`src/include/wtc_defines.svh`:
```
`ifndef WTC_DEFINES_SVH
`define WTC_DEFINES_SVH

// Register byte offsets
`define WTC_OFS_CAP_SRC 8'h80
`define WTC_OFS_CLK_CTRL 8'h81
`define WTC_OFS_FORCE 8'h82
`define WTC_OFS_CNT_LO 8'h84
`define WTC_OFS_CNT_HI 8'h85
`define WTC_OFS_CAP_LO 8'h86
`define WTC_OFS_CAP_HI 8'h87
`define WTC_OFS_CMPA_LO 8'h88
`define WTC_OFS_CMPA_HI 8'h89
`define WTC_OFS_CMPB_LO 8'h8A
`define WTC_OFS_CMPB_HI 8'h8B
`define WTC_OFS_CHAN_CTRL 8'h90

// Field positions
`define WTC_BIT_FORCE_A 7
`define WTC_BIT_FORCE_B 6
`define WTC_BIT_CAP_EDGE 6
`define WTC_BIT_CAP_ACMP 0

// Reset values
`define WTC_RST_BYTE 8'h00
`define WTC_RST_WORD 16'h0000

// Clock source codes
`define WTC_CS_STOP 3'h0
`define WTC_CS_DIV1 3'h1
`define WTC_CS_DIV8 3'h2
`define WTC_CS_DIV64 3'h3
`define WTC_CS_DIV256 3'h4
`define WTC_CS_DIV1024 3'h5
`define WTC_CS_EXT_FALL 3'h6
`define WTC_CS_EXT_RISE 3'h7

// Waveform modes of interest and fixed tops
`define WTC_MODE_NORMAL 4'h0
`define WTC_MODE_CTC_CMPA 4'h4
`define WTC_MODE_CTC_CAP 4'hC
`define WTC_TOP_MAX 16'hFFFF
`define WTC_TOP_8BIT 16'h00FF
`define WTC_TOP_9BIT 16'h01FF
`define WTC_TOP_10BIT 16'h03FF

`endif

```
`src/include/wtc_pkg.sv`:
```
package wtc_pkg;
    typedef logic [15:0] wtc_word_t;
    typedef logic [7:0] wtc_byte_t;
    typedef enum logic [1:0] {WTC_ACT_OFF, WTC_ACT_TOGGLE, WTC_ACT_CLEAR, WTC_ACT_SET} wtc_action_t;
endpackage : wtc_pkg

```
`src/verilog/wtc_timer.sv`:
```
//
// Contract
// (RQ1) Codes six/seven count external pin edges
// (RQ2) Force bit makes immediate match, non-PWM only
// (RQ3) Forced match raises no flag, no clear
// (RQ4) Force bits are strobes, read zero
// (RQ5) Low byte at offset, high next
// (RQ6) Shared high-byte latch for 16-bit access
// (RQ7) Counter readable and writable by CPU
// (RQ8) Counter write blocks next-tick compare matches
// (RQ9) Software avoids changing running counter
// (RQ10) Capture event copies counter into capture
// (RQ11) Capture register may serve as top
// (RQ12) Compare registers continuously matched against counter
// (RQ13) Nonzero action field overrides port pin
// (RQ14) Software sets pin direction to output
// (RQ15) Software sets port latch for B
// (RQ16) Non-PWM actions: none, toggle, clear, set
// (RQ17) Action meaning depends on waveform mode
// (RQ18) Channel control bit layout 7:6,5:4,1:0
// (RQ19) Normal and clear-on-match are non-PWM modes
// (RQ20) Clock code zero stops the counter
// (RQ21) External pin synchronised and edge detected
`timescale 1ns/1ps
`include "wtc_defines.svh"

module wtc_timer
    import wtc_pkg::*;
#(
    parameter int PRESCALE_W = 10
) (
    // Clock and reset
    input wire logic i_clk,
    input wire logic i_nrst,
    // Register port
    input wire logic [7:0] i_addr,
    input wire logic [7:0] i_wdata,
    input wire logic i_wr,
    input wire logic i_rd,
    output logic [7:0] o_rdata,
    // Pins and comparator
    input wire logic i_external_count_pin,
    input wire logic i_capture_pin,
    input wire logic i_acmp_out,
    // Compare outputs
    output logic o_compare_out_a,
    output logic o_compare_out_a_ovr,
    output logic o_compare_out_b,
    output logic o_compare_out_b_ovr,
    // Events
    output logic o_match_a,
    output logic o_match_b,
    output logic o_capture_evt
);

    wtc_word_t cnt_r;
    wtc_word_t cap_r;
    wtc_word_t cmpa_r;
    wtc_word_t cmpb_r;
    wtc_byte_t temp_r;
    logic [2:0] clock_source_select_r;
    logic [1:0] wgm_hi_r;
    logic [1:0] wgm_lo_r;
    logic cap_edge_r;
    logic cap_acmp_r;
    wtc_action_t act_a_r;
    wtc_action_t act_b_r;
    logic [PRESCALE_W-1:0] pre_r;
    logic ext_s1_r, ext_s2_r, ext_s3_r;
    logic icp_s1_r, icp_s2_r, icp_s3_r;
    logic acmp_d_r;
    logic blk_r;
    logic out_a_r, out_b_r;
    logic [3:0] waveform_mode_select;
    logic tick;
    logic nonpwm;
    logic top_is_cap;
    wtc_word_t top;
    logic hit_a, hit_b;
    logic force_a, force_b;
    logic cap_src, cap_src_d, cap_evt;
    logic wr_cnt;

    assign waveform_mode_select = {wgm_hi_r, wgm_lo_r};
    assign wr_cnt = i_wr && (i_addr == `WTC_OFS_CNT_LO);

    // Free-running prescaler; never stopped, the select only gates the tick, not reset on change
    always_ff @(posedge i_clk or negedge i_nrst) begin
        if (!i_nrst) begin
            pre_r <= '0;
        end else begin
            pre_r <= pre_r + 1'b1;
        end
    end

    // Two-stage synchronisers plus one delay stage for edge detection on both pins; the comparator gets only the delay stage
    always_ff @(posedge i_clk or negedge i_nrst) begin
        if (!i_nrst) begin
            ext_s1_r <= 1'b0;
            ext_s2_r <= 1'b0;
            ext_s3_r <= 1'b0;
            icp_s1_r <= 1'b0;
            icp_s2_r <= 1'b0;
            icp_s3_r <= 1'b0;
            acmp_d_r <= 1'b0;
        end else begin
            ext_s1_r <= i_external_count_pin; // [RQ21]
            ext_s2_r <= ext_s1_r;
            ext_s3_r <= ext_s2_r;
            icp_s1_r <= i_capture_pin;
            icp_s2_r <= icp_s1_r;
            icp_s3_r <= icp_s2_r;
            acmp_d_r <= i_acmp_out;
        end
    end

    always_comb begin
        case (clock_source_select_r)
            `WTC_CS_STOP: tick = 1'b0; // [RQ20]
            `WTC_CS_DIV1: tick = 1'b1;
            `WTC_CS_DIV8: tick = &pre_r[2:0];
            `WTC_CS_DIV64: tick = &pre_r[5:0];
            `WTC_CS_DIV256: tick = &pre_r[7:0];
            `WTC_CS_DIV1024: tick = &pre_r[9:0];
            `WTC_CS_EXT_FALL: tick = !ext_s2_r && ext_s3_r; // [RQ1] [RQ21]
            `WTC_CS_EXT_RISE: tick = ext_s2_r && !ext_s3_r; // [RQ1] [RQ21]
            default: tick = 1'b0;
        endcase
    end

    // Top select; capture register as top also disconnects capture
    always_comb begin
        top_is_cap = 1'b0;
        case (waveform_mode_select)
            4'h1, 4'h5: top = `WTC_TOP_8BIT;
            4'h2, 4'h6: top = `WTC_TOP_9BIT;
            4'h3, 4'h7: top = `WTC_TOP_10BIT;
            4'h4, 4'h9, 4'hB, 4'hF: top = cmpa_r;
            4'h8, 4'hA, 4'hC, 4'hE: begin
                top = cap_r; // [RQ11]
                top_is_cap = 1'b1;
            end
            default: top = `WTC_TOP_MAX; // [RQ19]
        endcase
    end

    assign nonpwm = (waveform_mode_select == `WTC_MODE_NORMAL) ||
                    (waveform_mode_select == `WTC_MODE_CTC_CMPA) ||
                    (waveform_mode_select == `WTC_MODE_CTC_CAP); // [RQ19]

    assign hit_a = tick && !blk_r && (cnt_r == cmpa_r); // [RQ12] [RQ8]
    assign hit_b = tick && !blk_r && (cnt_r == cmpb_r); // [RQ12] [RQ8]

    assign force_a = i_wr && (i_addr == `WTC_OFS_FORCE) && i_wdata[`WTC_BIT_FORCE_A] && nonpwm; // [RQ2]
    assign force_b = i_wr && (i_addr == `WTC_OFS_FORCE) && i_wdata[`WTC_BIT_FORCE_B] && nonpwm; // [RQ2]

    assign cap_src = cap_acmp_r ? i_acmp_out : icp_s2_r;
    assign cap_src_d = cap_acmp_r ? acmp_d_r : icp_s3_r;
    assign cap_evt = !top_is_cap && (cap_edge_r ? (cap_src && !cap_src_d) : (!cap_src && cap_src_d));

    // Control registers
    always_ff @(posedge i_clk or negedge i_nrst) begin
        if (!i_nrst) begin
            clock_source_select_r <= `WTC_CS_STOP;
            wgm_hi_r <= 2'h0;
            cap_edge_r <= 1'b0;
            cap_acmp_r <= 1'b0;
            act_a_r <= WTC_ACT_OFF;
            act_b_r <= WTC_ACT_OFF;
            wgm_lo_r <= 2'h0;
        end else if (i_wr) begin
            if (i_addr == `WTC_OFS_CLK_CTRL) begin
                cap_edge_r <= i_wdata[`WTC_BIT_CAP_EDGE];
                wgm_hi_r <= i_wdata[4:3];
                clock_source_select_r <= i_wdata[2:0];
            end
            if (i_addr == `WTC_OFS_CAP_SRC) begin
                cap_acmp_r <= i_wdata[`WTC_BIT_CAP_ACMP];
            end
            if (i_addr == `WTC_OFS_CHAN_CTRL) begin
                act_a_r <= wtc_action_t'(i_wdata[7:6]); // [RQ18]
                act_b_r <= wtc_action_t'(i_wdata[5:4]); // [RQ18]
                wgm_lo_r <= i_wdata[1:0]; // [RQ18]
            end
        end
    end

    // Shared high-byte latch: high writes park here, low reads fill it
    always_ff @(posedge i_clk or negedge i_nrst) begin
        if (!i_nrst) begin
            temp_r <= `WTC_RST_BYTE;
        end else if (i_wr) begin
            case (i_addr)
                `WTC_OFS_CNT_HI, `WTC_OFS_CAP_HI, `WTC_OFS_CMPA_HI, `WTC_OFS_CMPB_HI: temp_r <= i_wdata; // [RQ6]
                default: temp_r <= temp_r;
            endcase
        end else if (i_rd) begin
            case (i_addr)
                `WTC_OFS_CNT_LO: temp_r <= cnt_r[15:8]; // [RQ6]
                `WTC_OFS_CAP_LO: temp_r <= cap_r[15:8];
                `WTC_OFS_CMPA_LO: temp_r <= cmpa_r[15:8];
                `WTC_OFS_CMPB_LO: temp_r <= cmpb_r[15:8];
                default: temp_r <= temp_r;
            endcase
        end
    end

    // Counter; a forced match never reaches this clear path
    always_ff @(posedge i_clk or negedge i_nrst) begin
        if (!i_nrst) begin
            cnt_r <= `WTC_RST_WORD;
        end else if (wr_cnt) begin
            cnt_r <= {temp_r, i_wdata}; // [RQ6] [RQ7]
        end else if (tick) begin
            if (cnt_r == top) begin
                cnt_r <= `WTC_RST_WORD; // [RQ19] [RQ3]
            end else begin
                cnt_r <= cnt_r + 16'h0001;
            end
        end
    end

    // Match blocking after a counter write; a new write wins over the clear
    always_ff @(posedge i_clk or negedge i_nrst) begin
        if (!i_nrst) begin
            blk_r <= 1'b0;
        end else if (wr_cnt) begin
            blk_r <= 1'b1; // [RQ8]
        end else if (tick) begin
            blk_r <= 1'b0;
        end
    end

    // Capture register; a capture event wins over a CPU write
    always_ff @(posedge i_clk or negedge i_nrst) begin
        if (!i_nrst) begin
            cap_r <= `WTC_RST_WORD;
        end else if (cap_evt) begin
            cap_r <= cnt_r; // [RQ10]
        end else if (i_wr && (i_addr == `WTC_OFS_CAP_LO)) begin
            cap_r <= {temp_r, i_wdata}; // [RQ6]
        end
    end

    // Compare registers update immediately in every mode
    always_ff @(posedge i_clk or negedge i_nrst) begin
        if (!i_nrst) begin
            cmpa_r <= `WTC_RST_WORD;
            cmpb_r <= `WTC_RST_WORD;
        end else if (i_wr) begin
            if (i_addr == `WTC_OFS_CMPA_LO) begin
                cmpa_r <= {temp_r, i_wdata}; // [RQ6]
            end
            if (i_addr == `WTC_OFS_CMPB_LO) begin
                cmpb_r <= {temp_r, i_wdata}; // [RQ6]
            end
        end
    end

    // Waveform outputs; PWM waveforms are not produced here, outputs hold
    always_ff @(posedge i_clk or negedge i_nrst) begin
        if (!i_nrst) begin
            out_a_r <= 1'b0;
            out_b_r <= 1'b0;
        end else if (nonpwm) begin // [RQ17]
            if (hit_a || force_a) begin
                case (act_a_r) // [RQ16] [RQ2]
                    WTC_ACT_TOGGLE: out_a_r <= !out_a_r;
                    WTC_ACT_CLEAR: out_a_r <= 1'b0;
                    WTC_ACT_SET: out_a_r <= 1'b1;
                    default: out_a_r <= out_a_r;
                endcase
            end
            if (hit_b || force_b) begin
                case (act_b_r) // [RQ16] [RQ2]
                    WTC_ACT_TOGGLE: out_b_r <= !out_b_r;
                    WTC_ACT_CLEAR: out_b_r <= 1'b0;
                    WTC_ACT_SET: out_b_r <= 1'b1;
                    default: out_b_r <= out_b_r;
                endcase
            end
        end
    end

    assign o_compare_out_a = out_a_r;
    assign o_compare_out_b = out_b_r;
    assign o_compare_out_a_ovr = (act_a_r != WTC_ACT_OFF); // [RQ13]
    assign o_compare_out_b_ovr = (act_b_r != WTC_ACT_OFF); // [RQ13]

    // Event pulses come only from real matches and capture events, never from a force strobe
    always_ff @(posedge i_clk or negedge i_nrst) begin
        if (!i_nrst) begin
            o_match_a <= 1'b0;
            o_match_b <= 1'b0;
            o_capture_evt <= 1'b0;
        end else begin
            o_match_a <= hit_a; // [RQ3] [RQ12]
            o_match_b <= hit_b; // [RQ3] [RQ12]
            o_capture_evt <= cap_evt;
        end
    end

    // Read data, one cycle after the strobe, zero otherwise
    always_ff @(posedge i_clk or negedge i_nrst) begin
        if (!i_nrst) begin
            o_rdata <= `WTC_RST_BYTE;
        end else if (i_rd) begin
            case (i_addr)
                `WTC_OFS_CAP_SRC: o_rdata <= {7'h00, cap_acmp_r};
                `WTC_OFS_CLK_CTRL: o_rdata <= {1'b0, cap_edge_r, 1'b0, wgm_hi_r, clock_source_select_r};
                `WTC_OFS_FORCE: o_rdata <= 8'h00; // [RQ4]
                `WTC_OFS_CNT_LO: o_rdata <= cnt_r[7:0]; // [RQ5] [RQ7]
                `WTC_OFS_CAP_LO: o_rdata <= cap_r[7:0]; // [RQ5]
                `WTC_OFS_CMPA_LO: o_rdata <= cmpa_r[7:0]; // [RQ5]
                `WTC_OFS_CMPB_LO: o_rdata <= cmpb_r[7:0]; // [RQ5]
                `WTC_OFS_CNT_HI, `WTC_OFS_CAP_HI, `WTC_OFS_CMPA_HI, `WTC_OFS_CMPB_HI: o_rdata <= temp_r; // [RQ6]
                `WTC_OFS_CHAN_CTRL: o_rdata <= {act_a_r, act_b_r, 2'h0, wgm_lo_r}; // [RQ18]
                default: o_rdata <= 8'h00;
            endcase
        end else begin
            o_rdata <= 8'h00;
        end
    end
endmodule : wtc_timer

```
`config.mk`:
```
export PLATFORM = sky130hd
export DESIGN_NAME = wtc_timer
export DESIGN_NICKNAME = d
export VERILOG_FILES = /design/src/include/wtc_pkg.sv /design/src/verilog/wtc_timer.sv
export VERILOG_INCLUDE_DIRS = /design/src /design/src/include
export SDC_FILE = /design/constraint.sdc
export NUM_CORES = 1
export LEC_CHECK = 0
export BUFFER_PORTS_ARGS = -buffer_cell sky130_fd_sc_hd__buf_2
export CORE_MARGIN = 4
export CORE_UTILIZATION = 60
export CTS_CLUSTER_SIZE = 10
export DETAILED_ROUTE_END_ITERATION = 7
export GPL_ROUTABILITY_DRIVEN = 0
export PLACE_DENSITY = 0.79
export REMOVE_ABC_BUFFERS = 1
export SLEW_MARGIN = 20
export SYNTH_ARGS = -nofsm -noshare
export SYNTH_HDL_FRONTEND = slang
export SYNTH_SLANG_ARGS = --single-unit
```
`constraint.sdc`:
```
create_clock -name i_clk -period 3.2 [get_ports i_clk]
set_input_delay 0.48 -clock i_clk [delete_from_list [all_inputs] [get_ports i_clk]]
set_output_delay 0.48 -clock i_clk [all_outputs]
set_load 0.01 [all_outputs]
```
==> impl_metrics.json <==
{
  "hp-class": "in2async",
  "synth_edf_count": 0,
  "r2r_setup_slack_ps": 210,
  "synth-seq-cells": 116,
  "cts.repair.resized": 0,
  "critPathArrivalTime_ps": 3290,
  "yosys.area.top_type": "dfrtp_1",
  "cp-start-kind": "flip-flop",
  "cts_setup_buffers": 0,
  "maxUsedRoutingLayer": "met4",
  "track_usage_pct": 32.9,
  "place_inst": 852,
  "grt_pass1_vias": 6055,
  "syn_avg_cell_area_um2": 9.86,
  "relSlewSlack_pct": 35.4,
  "fin_nets": 757,
  "n_antenna_cell": 0,
  "yosys-top-cells-area": "dfrtp_1 (42%), mux2_2 (8.2%), xor2_1 (5.4%)",
  "yosysSeqAreaShare_pct": 42.4,
  "port_buffers": 37,
  "seq_power_share_pct": 39.5,
  "p_sw_mw": 1.17,
  "crit_path_end_kind": "flip-flop",
  "hold_viol": 0,
  "dpl_cell_area_um2": 7200,
  "dr_wl_met2_um": 9530,
  "firstDrtPassIters": 8,
  "ios": 38,
  "tritoncts": "built",
  "clk_latency_ps": 420,
  "final_max_slew_viol_count": 0,
  "yosysMostFrequentCell": "dfrtp_1",
  "grt_max_degree": 72,
  "finalSetupTns_ps": 0,
  "detail_route.wl_per_cell_um": 23.2,
  "wl_met3_um": 2200,
  "wl_um": 20500,
  "final_util_pct": 71.2,
  "finalCritPeriodShare_pct": 93.6,
  "final_cell_area_um2": 7820,
  "yosys_warnings": 0,
  "synth_area_um2": 6840,
  "grt_pass1_wl_um": 32900,
  "worst_ep_required_time_ps": 3500,
  "ant_nets": 0,
  "clock-sinks": 116,
  "vdd_drop_max_v": 0.000671,
  "dp_hpwl_um": 14300,
  "ys.flop_type": "dfrtp_1",
  "status": "finished, final reports clean",
  "reg2regPathDepth": 9,
  "die_w_um": 115,
  "cts_buffer_depth": 2,
  "syn_to_final_growth_pct": 14.2,
  "vias": 6001,
  "core_um2": 11000,
  "whs_ps": 64.9,
  "finalClockSkew_ps": 9.22,
  "yosysTopAreaCellShare_pct": 42.4,
  "initial_core_util_pct": 62.3,
  "viasPerCell": 6.80,
  "rsz0062_at_grt": "no",
  "wl_met1_um": 7850,
  "synth_common_cells": "dfrtp_1 (116), nand2_1 (59), mux2_2 (50)",
  "ctsHoldBuffers": 0,
  "netlist_instances": 694,
  "dpl_worst_slack_ps": -22.0,
  "clk_pin_slew_ps": 60,
  "internal_power_mw": 3.14,
  "drc": 0,
  "pwr-share-comb_pct": 14.4,
  "overflow": 0,
  "synth_cell_type_count": 65,
  "ys_async_sr_fraction_pct": 100,
  "drt_iter0_markers": 837,
  "clock.fmax_mhz": 334,
  "antenna_found_initial": 0,
  "fin_cells": 883,
  "cap_violations": 0,
  "worstMarginPinSlew_ps": 960,
  "min_period_ps": 2990,
  "critPathMaxFanout": 18,
  "swShare_pct": 27.2,
  "dieArea_um2": 13200,
  "cts_root_buf": "clkbuf_16",
  "total_power_mw": 4.32,
  "rows": 38,
  "drive_above_1_share_pct": 23.7,
  "path_class": "reg2reg",
  "cts_buffers": 17,
  "r2r-start": "wgm_lo_r[0]",
  "p_per_area_nw_per_um2": 552,
  "htree_levels": 4,
  "setup_viol": 0,
  "die_h_um": 115,
  "worst_slack_ps": 205,
  "reg2reg_to": "cnt_r[4]",
  "clockPowerShare_pct": 46.1,
  "p_leak_nw": 3.66
}
registers in the layout, indices dropped and copies added, names as in the netlist, 2 cells and up:
register,cells
cap_r,16
cmpa_r,16
cmpb_r,16
cnt_r,16
pre_r,10
o_rdata,8
temp_r,8
clock_source_select_r,3
act_a_r,2
act_b_r,2
wgm_hi_r,2
wgm_lo_r,2
power by group through the flow:
stage | Sequential, mW | Clock (mW) | Combinational (mW)
floorplan | 1.69 | 0 | 0.358
global placement | 1.72 | 0 | 0.580
detailed placement | 1.72 | 0 | 0.599
CTS | 1.70 | 2.01 | 0.606
global route | 1.71 | 2.09 | 0.671
finish | 1.71 | 1.99 | 0.622
how the worst max path moves through the flow:
stage | startpoint | end | slack, ps | depth (start not counted)
after CTS | wgm_lo_r[0] | cnt_r[4] | 320 | 9
after floorplan | wgm_lo_r[0] | cnt_r[4] | 160 | 8
after global routing | wgm_hi_r[0] | cnt_r[4] | 20 | 9
final | wgm_lo_r[0] | cnt_r[4] | 210 | 9
after global placement | i_addr[5] | o_compare_out_a | 20 | 9
after detailed placement | i_addr[4] | o_compare_out_a | -20 | 9
placed cells by master, fill, tap and decap left out, types with 11 or more instances in the layout:
cell type	count
mux2_2	50
mux2i_1	30
buf_2	36
a22oi_1	29
nand2_1	59
xnor2_1	17
nand2b_1	17
nor2_1	30
dfrtp_1	116
inv_1	14
o22ai_1	12
o21ai_1	17
buf_4	28
o21ai_0	32
o21ai_2	11
a21oi_1	33
xor2_1	42
clkbuf_16	17
worst max-delay path, stage by stage (launching register included):
cell and delay, ps:
dfrtp_1 590, nor2_1 570, a21oi_1 160, o22ai_1 230, xnor2_1 140, o21ai_1 100, or4_1 540, o21ai_2 200
buf_4 240, o21ai_1 100
metal layers:
| layer | track usage [%] | up-vias |
|---|---|---|
| met5 | 0 | - |
| met4 | 17.3 | 0 |
| met3 | 9.95 | 89 |
| met2 | 52.0 | 405 |
| met1 | 40.8 | 2915 |
| li1 | - | 2592 |
kinds of logic after synthesis:
group	synth area share [%]
and+or+nand+nor	15.8
muxes	12.6
DFF	42.4
adders and majority gates	0.549
xor gates and xnor gates	7.55
buffers and inverters	4.19
AOI/OAI and AO/OA	16.8
final cells by class:
cell class / instances / area [µm²]
multi-input combinational: 515 / 3650
fill: 821 / 3170
sequential: 116 / 2900
clock buffer: 21 / 460
timing repair buffer: 65 / 410
tap: 140 / 175
clock inverter: 10 / 155
inverter: 16 / 60.1
No activity file was read; power rests on OpenSTA's default activity.
